==> src/logic/iepb_params.svh <==
// constants of the interrupt enable and priority bank
`ifndef IEPB_PARAMS_SVH
`define IEPB_PARAMS_SVH

// ***************
// register byte offsets
// ***************
`define IEPB_ADDR_W      8
`define IEPB_OFF_EN4     8'h00
`define IEPB_OFF_PRIO0   8'h04
`define IEPB_OFF_PRIO1   8'h08
`define IEPB_OFF_PRIO2   8'h0c
`define IEPB_OFF_PRIO3   8'h10
`define IEPB_OFF_PRIO4   8'h14
`define IEPB_OFF_STATUS  8'h18
`define IEPB_OFF_CLEAR   8'h1c
`define IEPB_OFF_IRQEN   8'h20
`define IEPB_OFF_ARB     8'h24

// ***************
// writable masks and reset values
// ***************
`define IEPB_EN4_MASK    16'h010e
`define IEPB_EN4_RST     16'h0000
`define IEPB_PRIO0_MASK  16'h7777
`define IEPB_PRIO1_MASK  16'h7770
`define IEPB_PRIO2_MASK  16'h7777
`define IEPB_PRIO3_MASK  16'h0077
`define IEPB_PRIO4_MASK  16'h7777
`define IEPB_PRIO0_RST   16'h4444
`define IEPB_PRIO1_RST   16'h4440
`define IEPB_PRIO2_RST   16'h4444
`define IEPB_PRIO3_RST   16'h0044
`define IEPB_PRIO4_RST   16'h4444

// ***************
// field positions
// ***************
`define IEPB_LOW_VOLTAGE_IRQ_EN_BIT   8
`define IEPB_CHECKSUM_GEN_IRQ_EN_BIT  3
`define IEPB_SERIAL2_ERROR_IRQ_EN_BIT 2
`define IEPB_SERIAL1_ERROR_IRQ_EN_BIT 1
`define IEPB_EVT_FWD     0
`define IEPB_EVT_BLK     1

// ***************
// sizes, levels and bus answers
// ***************
`define IEPB_NUM_PRIO_SRC 17
`define IEPB_NUM_EN_SRC   4
`define IEPB_NUM_SRC      21
`define IEPB_NUM_EVT      2
`define IEPB_FIXED_LEVEL  3'h4
`define IEPB_RESP_OKAY    2'h0
`define IEPB_RESP_SLVERR  2'h2

`endif

==> src/logic/iepb_pkg.sv <==
// types of the interrupt enable and priority bank
`include "iepb_params.svh"

package iepb_pkg;

  typedef enum logic [3:0] {
    IEPB_REG_EN4    = 4'h0,
    IEPB_REG_PRIO   = 4'h1,
    IEPB_REG_STATUS = 4'h2,
    IEPB_REG_CLEAR  = 4'h3,
    IEPB_REG_IRQEN  = 4'h4,
    IEPB_REG_ARB    = 4'h5,
    IEPB_REG_NONE   = 4'h6
  } iepb_reg_t;

  typedef struct packed {
    logic [15:0]                    en4;
    logic [4:0][15:0]               prio;
    logic [`IEPB_NUM_EVT-1:0]       status;
    logic [`IEPB_NUM_EVT-1:0]       irq_en;
    logic                           irq;
    logic                           aw_held;
    logic [`IEPB_ADDR_W-1:0]        aw_addr;
    logic                           w_held;
    logic [15:0]                    wdata;
    logic [1:0]                     wstrb;
    logic                           awready;
    logic                           wready;
    logic                           bvalid;
    logic [1:0]                     bresp;
    logic                           arready;
    logic                           rvalid;
    logic [31:0]                    rdata;
    logic [1:0]                     rresp;
    logic                           core_req;
    logic [2:0]                     core_level;
    logic [4:0]                     core_src;
  } iepb_state_t;

endpackage

==> src/logic/iepb_top.sv <==
// interrupt enable and priority bank with axi4-lite register slave
`timescale 1ns/10ps

module iepb_top (
  input  wire logic                          clk_in,
  input  wire logic                          rstn_in,
  input  wire logic                          ce_in,
  input  wire logic [`IEPB_NUM_PRIO_SRC-1:0] prio_src_req_in,
  input  wire logic [`IEPB_NUM_EN_SRC-1:0]   en_src_req_in,
  input  wire logic [31:0]                   s_axi_awaddr_in,
  input  wire logic                          s_axi_awvalid_in,
  output logic                               s_axi_awready_out,
  input  wire logic [31:0]                   s_axi_wdata_in,
  input  wire logic [3:0]                    s_axi_wstrb_in,
  input  wire logic                          s_axi_wvalid_in,
  output logic                               s_axi_wready_out,
  output logic [1:0]                         s_axi_bresp_out,
  output logic                               s_axi_bvalid_out,
  input  wire logic                          s_axi_bready_in,
  input  wire logic [31:0]                   s_axi_araddr_in,
  input  wire logic                          s_axi_arvalid_in,
  output logic                               s_axi_arready_out,
  output logic [31:0]                        s_axi_rdata_out,
  output logic [1:0]                         s_axi_rresp_out,
  output logic                               s_axi_rvalid_out,
  input  wire logic                          s_axi_rready_in,
  output logic                               core_req_out,
  output logic [2:0]                         core_level_out,
  output logic [4:0]                         core_src_out,
  output logic                               irq_out
);

  // ***************
  // constant tables
  // ***************
  localparam logic [4:0][15:0] PRIO_MASK = {
    `IEPB_PRIO4_MASK, `IEPB_PRIO3_MASK, `IEPB_PRIO2_MASK,
    `IEPB_PRIO1_MASK, `IEPB_PRIO0_MASK};
  localparam logic [4:0][15:0] PRIO_RST = {
    `IEPB_PRIO4_RST, `IEPB_PRIO3_RST, `IEPB_PRIO2_RST,
    `IEPB_PRIO1_RST, `IEPB_PRIO0_RST};

  // bank and field lsb of each priority source, index 16 first
  localparam logic [16:0][2:0] SRC_BANK = {
    3'h4, 3'h4, 3'h4, 3'h4,
    3'h3, 3'h3,
    3'h2, 3'h2, 3'h2, 3'h2,
    3'h1, 3'h1, 3'h1,
    3'h0, 3'h0, 3'h0, 3'h0};
  localparam logic [16:0][3:0] SRC_LSB = {
    4'h0, 4'h4, 4'h8, 4'hc,
    4'h0, 4'h4,
    4'h0, 4'h4, 4'h8, 4'hc,
    4'h4, 4'h8, 4'hc,
    4'h0, 4'h4, 4'h8, 4'hc};

  // enable bank bit of each enable-gated source, index 3 first
  localparam logic [3:0][3:0] EN_BIT = {
    4'(`IEPB_LOW_VOLTAGE_IRQ_EN_BIT),
    4'(`IEPB_CHECKSUM_GEN_IRQ_EN_BIT),
    4'(`IEPB_SERIAL2_ERROR_IRQ_EN_BIT),
    4'(`IEPB_SERIAL1_ERROR_IRQ_EN_BIT)};

  localparam iepb_pkg::iepb_state_t STATE_RST = '{
    en4:        `IEPB_EN4_RST,
    prio:       PRIO_RST,
    status:     '0,
    irq_en:     '0,
    irq:        1'b0,
    aw_held:    1'b0,
    aw_addr:    '0,
    w_held:     1'b0,
    wdata:      16'h0000,
    wstrb:      2'h0,
    awready:    1'b0,
    wready:     1'b0,
    bvalid:     1'b0,
    bresp:      `IEPB_RESP_OKAY,
    arready:    1'b0,
    rvalid:     1'b0,
    rdata:      32'h0000_0000,
    rresp:      `IEPB_RESP_OKAY,
    core_req:   1'b0,
    core_level: 3'h0,
    core_src:   5'h00};

  iepb_pkg::iepb_state_t s_reg;
  iepb_pkg::iepb_state_t s_next;

  logic [`IEPB_NUM_SRC-1:0][2:0]     eff_lvl;
  logic [`IEPB_NUM_PRIO_SRC-1:0][2:0] raw_lvl;
  logic [`IEPB_NUM_SRC-1:0]          blocked;

  // ***************
  // address decode
  // ***************
  function automatic iepb_pkg::iepb_reg_t decode(
    input logic [`IEPB_ADDR_W-1:0] addr,
    output logic [2:0]             bank
  );
    iepb_pkg::iepb_reg_t sel;
    sel  = iepb_pkg::IEPB_REG_NONE;
    bank = 3'h0;
    case (addr)
      `IEPB_OFF_EN4:    sel = iepb_pkg::IEPB_REG_EN4;
      `IEPB_OFF_STATUS: sel = iepb_pkg::IEPB_REG_STATUS;
      `IEPB_OFF_CLEAR:  sel = iepb_pkg::IEPB_REG_CLEAR;
      `IEPB_OFF_IRQEN:  sel = iepb_pkg::IEPB_REG_IRQEN;
      `IEPB_OFF_ARB:    sel = iepb_pkg::IEPB_REG_ARB;
      default: begin
        if (addr >= `IEPB_OFF_PRIO0 && addr <= `IEPB_OFF_PRIO4 &&
            addr[1:0] == 2'h0) begin
          sel  = iepb_pkg::IEPB_REG_PRIO;
          bank = 3'((addr - `IEPB_OFF_PRIO0) >> 2);
        end
      end
    endcase
    return sel;
  endfunction

  // ***************
  // per-source effective level
  // ***************
  genvar gi;
  generate
    for (gi = 0; gi < `IEPB_NUM_PRIO_SRC; gi++) begin : g_prio
      assign raw_lvl[gi] = s_reg.prio[SRC_BANK[gi]][SRC_LSB[gi] +: 3];
      // level zero never reaches the arbiter
      assign eff_lvl[gi] = prio_src_req_in[gi] ? raw_lvl[gi] : 3'h0;
      assign blocked[gi] = prio_src_req_in[gi] && raw_lvl[gi] == 3'h0;
    end
    for (gi = 0; gi < `IEPB_NUM_EN_SRC; gi++) begin : g_en
      assign eff_lvl[`IEPB_NUM_PRIO_SRC + gi] =
        (en_src_req_in[gi] && s_reg.en4[EN_BIT[gi]]) ?
        `IEPB_FIXED_LEVEL : 3'h0;
      assign blocked[`IEPB_NUM_PRIO_SRC + gi] =
        en_src_req_in[gi] && !s_reg.en4[EN_BIT[gi]];
    end
  endgenerate

  // ***************
  // next-state logic
  // ***************
  always_comb begin
    iepb_pkg::iepb_reg_t         wsel;
    iepb_pkg::iepb_reg_t         rsel;
    logic [2:0]                  wbank;
    logic [2:0]                  rbank;
    logic [15:0]                 wmask;
    logic [15:0]                 rval;
    logic [`IEPB_NUM_EVT-1:0]    clr;
    logic [`IEPB_NUM_EVT-1:0]    set;
    logic [2:0]                  best_lvl;
    logic [4:0]                  best_id;
    wsel     = iepb_pkg::IEPB_REG_NONE;
    rsel     = iepb_pkg::IEPB_REG_NONE;
    wbank    = 3'h0;
    rbank    = 3'h0;
    wmask    = 16'h0000;
    rval     = 16'h0000;
    clr      = '0;
    set      = '0;
    best_lvl = 3'h0;
    best_id  = 5'h00;
    s_next   = s_reg;

    // write address and data are taken independently
    if (s_axi_awvalid_in && s_reg.awready) begin
      s_next.aw_held = 1'b1;
      s_next.aw_addr = s_axi_awaddr_in[`IEPB_ADDR_W-1:0];
    end
    if (s_axi_wvalid_in && s_reg.wready) begin
      s_next.w_held = 1'b1;
      s_next.wdata  = s_axi_wdata_in[15:0];
      s_next.wstrb  = s_axi_wstrb_in[1:0];
    end
    if (s_reg.bvalid && s_axi_bready_in) begin
      s_next.bvalid = 1'b0;
    end

    // both halves present: perform the write and answer
    if (s_reg.aw_held && s_reg.w_held && !s_reg.bvalid) begin
      s_next.aw_held = 1'b0;
      s_next.w_held  = 1'b0;
      s_next.bvalid  = 1'b1;
      s_next.bresp   = `IEPB_RESP_OKAY;
      wmask = {{8{s_reg.wstrb[1]}}, {8{s_reg.wstrb[0]}}};
      wsel  = decode(s_reg.aw_addr, wbank);
      case (wsel)
        iepb_pkg::IEPB_REG_EN4: begin
          wmask = wmask & `IEPB_EN4_MASK;
          s_next.en4 = (s_reg.en4 & ~wmask) | (s_reg.wdata & wmask);
        end
        iepb_pkg::IEPB_REG_PRIO: begin
          wmask = wmask & PRIO_MASK[wbank];
          s_next.prio[wbank] = (s_reg.prio[wbank] & ~wmask) |
                               (s_reg.wdata & wmask);
        end
        iepb_pkg::IEPB_REG_CLEAR: begin
          clr = s_reg.wdata[`IEPB_NUM_EVT-1:0] &
                {`IEPB_NUM_EVT{s_reg.wstrb[0]}};
        end
        iepb_pkg::IEPB_REG_IRQEN: begin
          if (s_reg.wstrb[0]) begin
            s_next.irq_en = s_reg.wdata[`IEPB_NUM_EVT-1:0];
          end
        end
        iepb_pkg::IEPB_REG_STATUS,
        iepb_pkg::IEPB_REG_ARB: begin
          // read-only, write ignored
        end
        default: begin
          s_next.bresp = `IEPB_RESP_SLVERR;
        end
      endcase
    end

    // read channel
    if (s_reg.rvalid && s_axi_rready_in) begin
      s_next.rvalid = 1'b0;
    end
    if (s_axi_arvalid_in && s_reg.arready) begin
      rsel = decode(s_axi_araddr_in[`IEPB_ADDR_W-1:0], rbank);
      s_next.rresp = `IEPB_RESP_OKAY;
      case (rsel)
        iepb_pkg::IEPB_REG_EN4:    rval = s_reg.en4 & `IEPB_EN4_MASK;
        iepb_pkg::IEPB_REG_PRIO:   rval = s_reg.prio[rbank] &
                                          PRIO_MASK[rbank];
        iepb_pkg::IEPB_REG_STATUS: rval = 16'(s_reg.status);
        iepb_pkg::IEPB_REG_CLEAR:  rval = 16'h0000;
        iepb_pkg::IEPB_REG_IRQEN:  rval = 16'(s_reg.irq_en);
        iepb_pkg::IEPB_REG_ARB:    rval = {7'h00, s_reg.core_req,
                                           s_reg.core_level, s_reg.core_src};
        default: begin
          rval = 16'h0000;
          s_next.rresp = `IEPB_RESP_SLVERR;
        end
      endcase
      s_next.rdata  = {16'h0000, rval};
      s_next.rvalid = 1'b1;
    end

    // highest level wins, lower source index breaks a tie
    for (int i = 0; i < `IEPB_NUM_SRC; i++) begin
      if (eff_lvl[i] > best_lvl) begin
        best_lvl = eff_lvl[i];
        best_id  = 5'(i);
      end
    end
    s_next.core_req   = best_lvl != 3'h0;
    s_next.core_level = best_lvl;
    s_next.core_src   = best_id;

    // sticky events, a set in the clearing cycle wins
    set[`IEPB_EVT_FWD] = s_next.core_req && !s_reg.core_req;
    set[`IEPB_EVT_BLK] = |blocked;
    s_next.status = (s_reg.status & ~clr) | set;
    s_next.irq    = |(s_next.status & s_next.irq_en);

    // ready only while the channel holds nothing and no answer waits
    s_next.awready = !s_next.aw_held && !s_next.bvalid;
    s_next.wready  = !s_next.w_held && !s_next.bvalid;
    s_next.arready = !s_next.rvalid;
  end

  // ***************
  // state register
  // ***************
  always_ff @(posedge clk_in or negedge rstn_in) begin
    if (!rstn_in) begin
      s_reg <= STATE_RST;
    end else if (ce_in) begin
      s_reg <= s_next;
    end
  end

  // ***************
  // outputs
  // ***************
  assign s_axi_awready_out = s_reg.awready;
  assign s_axi_wready_out  = s_reg.wready;
  assign s_axi_bresp_out   = s_reg.bresp;
  assign s_axi_bvalid_out  = s_reg.bvalid;
  assign s_axi_arready_out = s_reg.arready;
  assign s_axi_rdata_out   = s_reg.rdata;
  assign s_axi_rresp_out   = s_reg.rresp;
  assign s_axi_rvalid_out  = s_reg.rvalid;
  assign core_req_out      = s_reg.core_req;
  assign core_level_out    = s_reg.core_level;
  assign core_src_out      = s_reg.core_src;
  assign irq_out           = s_reg.irq;

endmodule

==> config.mk <==
export PLATFORM = sky130hd
export DESIGN_NAME = iepb_top
export DESIGN_NICKNAME = d
export VERILOG_FILES = /design/src/logic/iepb_pkg.sv /design/src/logic/iepb_top.sv
export VERILOG_INCLUDE_DIRS = /design/src /design/src/logic
export SDC_FILE = /design/constraint.sdc
export NUM_CORES = 1
export LEC_CHECK = 0
export BUFFER_PORTS_ARGS = -buffer_cell sky130_fd_sc_hd__buf_2
export CAP_MARGIN = 20
export CORE_ASPECT_RATIO = 0.8
export CORE_MARGIN = 4
export CORE_UTILIZATION = 35
export DETAILED_ROUTE_END_ITERATION = 7
export PLACE_DENSITY = 0.59
export SKIP_CTS_REPAIR_TIMING = 1
export SYNTH_ARGS = -nofsm -noshare
export SYNTH_HDL_FRONTEND = slang
export SYNTH_SLANG_ARGS = --single-unit
==> constraint.sdc <==
create_clock -name clk_in -period 23.5 [get_ports clk_in]
set_clock_uncertainty 0.2 [all_clocks]
set_input_delay 3.525 -clock clk_in [delete_from_list [all_inputs] [get_ports clk_in]]
set_output_delay 3.525 -clock clk_in [all_outputs]
set_load 0.03 [all_outputs]
==> results.sh <==
export IMPL_drt_initial_drc_count=859
export IMPL_dp_hpwl_um=24600
export IMPL_max_cap_violations=0
export IMPL_numPortBuffers=90
export IMPL_vias_per_cell=5.37
export IMPL_critPathLaunch="prio_src_req_in[0]"
export IMPL_ant_nets=0
export IMPL_fin_crit_ns=24.21
export IMPL_r2r_start="raw_lvl[5]$_DFFE_PN1P_"
export IMPL_place_congestion=0.907
export IMPL_pre_cts_ws_ns=-1.57
export IMPL_ys_ff_latch=124
export IMPL_period_share_pct=103
export IMPL_worstMarginPinSlew_ns=1.03
export IMPL_drc=0
export IMPL_start_util_pct=35.7
export IMPL_final_common_cell="nand2_1"
export IMPL_htreeDepth=4
export IMPL_cp_endpoint="core_req_out$_DFFE_PN0P_"
export IMPL_syn_area_per_cell_um2=8.68
export IMPL_required_ns=23.58
export IMPL_dr_pass1_iters=6
export IMPL_routed_wl_met2_um=14100
export IMPL_largest_register_ffs=51
export IMPL_vias=9218
export IMPL_yosysSeqAreaShare_pct=32.0
export IMPL_grt_pass1_vias=8694
export IMPL_layout_drive_gt1_share_pct=38.7
export IMPL_setup_violations=11
export IMPL_wl_per_cell_um=18.3
export IMPL_grt_ovfl_total=0
export IMPL_crit_slowest_cell="or4_4"
export IMPL_synth_top_area_share_pct=27.4
export IMPL_antenna_cells=0
export IMPL_cpPeakStageDelay_ns=0.43
export IMPL_antenna_found_initial=0
export IMPL_io_pins=180
export IMPL_rsz0062_at_grt="yes"
export IMPL_rr_worst_depth=108
export IMPL_drv_slew=0
export IMPL_grt_start_max_net_pins=69
export IMPL_die_y_um=157
export IMPL_crit_type="in2reg"
export IMPL_maxUsedRoutingLayer="met4"
export IMPL_wl_met1_um=15100
export IMPL_cp_common_cell="ha_4"
export IMPL_chipWidth_um=195
export IMPL_synth_edff_count=0
export IMPL_wl_met3_um=2010
export IMPL_fp_coreArea_mm2=0.0274
export IMPL_nets=1529
export IMPL_crit_arrival_ns=24.29
export IMPL_synth_cells=1126
export IMPL_yosys_warnings=0
export IMPL_grt_pass1_wl_um=47700
export IMPL_outcome="finished with violations"
export IMPL_netlist_area_mm2=0.00977
export IMPL_cts_tree="done"
export IMPL_path_clk_slew_ns=0.06
export IMPL_r2r_end="core_req_out$_DFFE_PN0P_"
export IMPL_mostFrequentLayoutCells="183 x nand2_1, 170 x buf_4, 107 x dfrtp_1"
export IMPL_numCtsBuffers=17
export IMPL_area_growth_pct=32.6
export IMPL_placed_cells=1655
export IMPL_slew_limit_headroom_pct=31.1
export IMPL_max_freq_mhz=41.3
export IMPL_synth_area_top_cells="dfrtp_1 27%, ha_1 7.9%, nand2_1 7.6%"
export IMPL_root_buffer="clkbuf_16"
export IMPL_dieArea_mm2=0.0307
export IMPL_timing_reg2reg_setup_slack_ns=1.94
export IMPL_worst_setup_path_start_kind="primary input"
export IMPL_wl_um=31500
export IMPL_fill_cells=2651
export IMPL_end_kind="flop"
export IMPL_ctsLongestPathBuffers=2
export IMPL_yosysTopAreaCell="dfrtp_1"
export IMPL_globalRouteTotalUtil_pct=19.5
export IMPL_synth_async_reset_ratio_pct=100
export IMPL_clkSinkCount=124
export IMPL_synthFlopType="dfrtp_1"
export IMPL_worstHoldPathType="reg2reg"
export IMPL_failed_checks="setup timing"
export IMPL_clock_latency_ns=0.42
export IMPL_final_setup_worst_slack_ns=-0.710
export IMPL_synth_cell_types=93
export IMPL_hold_viol=0
export IMPL_std_cell_rows=54
export IMPL_stdcell_count=1715
export IMPL_critPathMaxFanout=6
## cell type report
class | count | area, um2 | share of cell area, %
sequential | 124 | 3120 | 24.1
timing repair buffer | 261 | 1760 | 13.6
clock inverter | 10 | 160 | 1.24
clock buffer | 22 | 494 | 3.81
multi-input combinational | 888 | 6800 | 52.4
tap | 364 | 455 | 3.51
inverter | 46 | 173 | 1.33
## worst max-delay path: cells and delay by family
kind	cells	cell delay [ns]
and+or+nand+nor	38	6.27
muxes	6	1.59
AOI/OAI and AO/OA	38	7.42
buffers and inverters	7	0.75
adders and majority gates	19	4.69
## cells by family (layout without fill, tap and decap cells)
kind of cell    count (synthesis)  in the layout  share of synthesized area (%)
buf+inv                       133            339                           7.11
xor+xnor                        3              3                          0.269
simple gates                  435            435                           22.0
other cells                     1             20                         0.0384
compound gates                276            276                           20.5
flops                         124            124                           32.0
mux                            92             92                           10.2
fa+ha+maj                      62             62                           7.94
## Yosys cell counts, types with 5 or more instances
cell type,count
nor4_1,7
o31ai_1,9
nor4b_1,18
a32o_1,6
a32oi_1,5
mux2_2,56
a21boi_0,7
a21o_1,13
dfrtp_1,107
ha_1,62
a222oi_1,16
nand3_1,31
nor3_1,13
a21oi_1,53
nor2b_1,9
and2_1,25
nand4_1,7
buf_4,44
o22ai_1,7
nand3b_1,14
mux2i_1,34
nand2b_1,6
inv_1,46
a31oi_1,11
and3_1,6
nand2_1,197
a22oi_1,7
o21a_1,11
clkbuf_1,34
a211oi_1,5
nor2_1,57
or2_2,8
dfstp_2,17
and2_2,8
o21ai_0,56
nor3b_1,7
## how the worst min path moves through the flow
stage                            from                      to  slack [ns]  cells past startpoint
3_5_place_dp   s_reg[139]$_DFFE_PN0P_  s_reg[139]$_DFFE_PN0P_        0.17                      0
2_1_floorplan  s_reg[101]$_DFFE_PN0P_  s_reg[101]$_DFFE_PN0P_        0.23                      1
4_1_cts        s_reg[139]$_DFFE_PN0P_  s_reg[139]$_DFFE_PN0P_        0.18                      0
6_report       s_reg[139]$_DFFE_PN0P_  s_reg[139]$_DFFE_PN0P_        0.18                      0
3_3_place_gp   s_reg[101]$_DFFE_PN0P_  s_reg[101]$_DFFE_PN0P_        0.17                      0
5_1_grt        s_reg[101]$_DFFE_PN0P_  s_reg[101]$_DFFE_PN0P_        0.19                      0
## routing by layer
layer	track usage, %	vias up
met5	0	-
met3	4.34	18
li1	-	4480
met1	28.6	4466
met2	30.0	254
met4	3.42	0
## metrics by stage
| step | hold WS [ns] | setup TNS, ns | instance area, um2 | util [%] |
|---|---|---|---|---|
| floorplan | 0.230 | -5.07 | 10300 | - |
| global placement | 0.168 | -11.92 | 11800 | 42.9 |
| detailed placement | 0.166 | -14.32 | 11800 | 42.9 |
| CTS | 0.180 | -10.63 | 12400 | 45.3 |
| global route | 0.194 | -16.33 | 13000 | 47.4 |
| finish | 0.176 | -5.54 | 13000 | 47.4 |
Power is not shown: default switching activity piles up to over one toggle a cycle in this logic, so the estimate is an artifact.
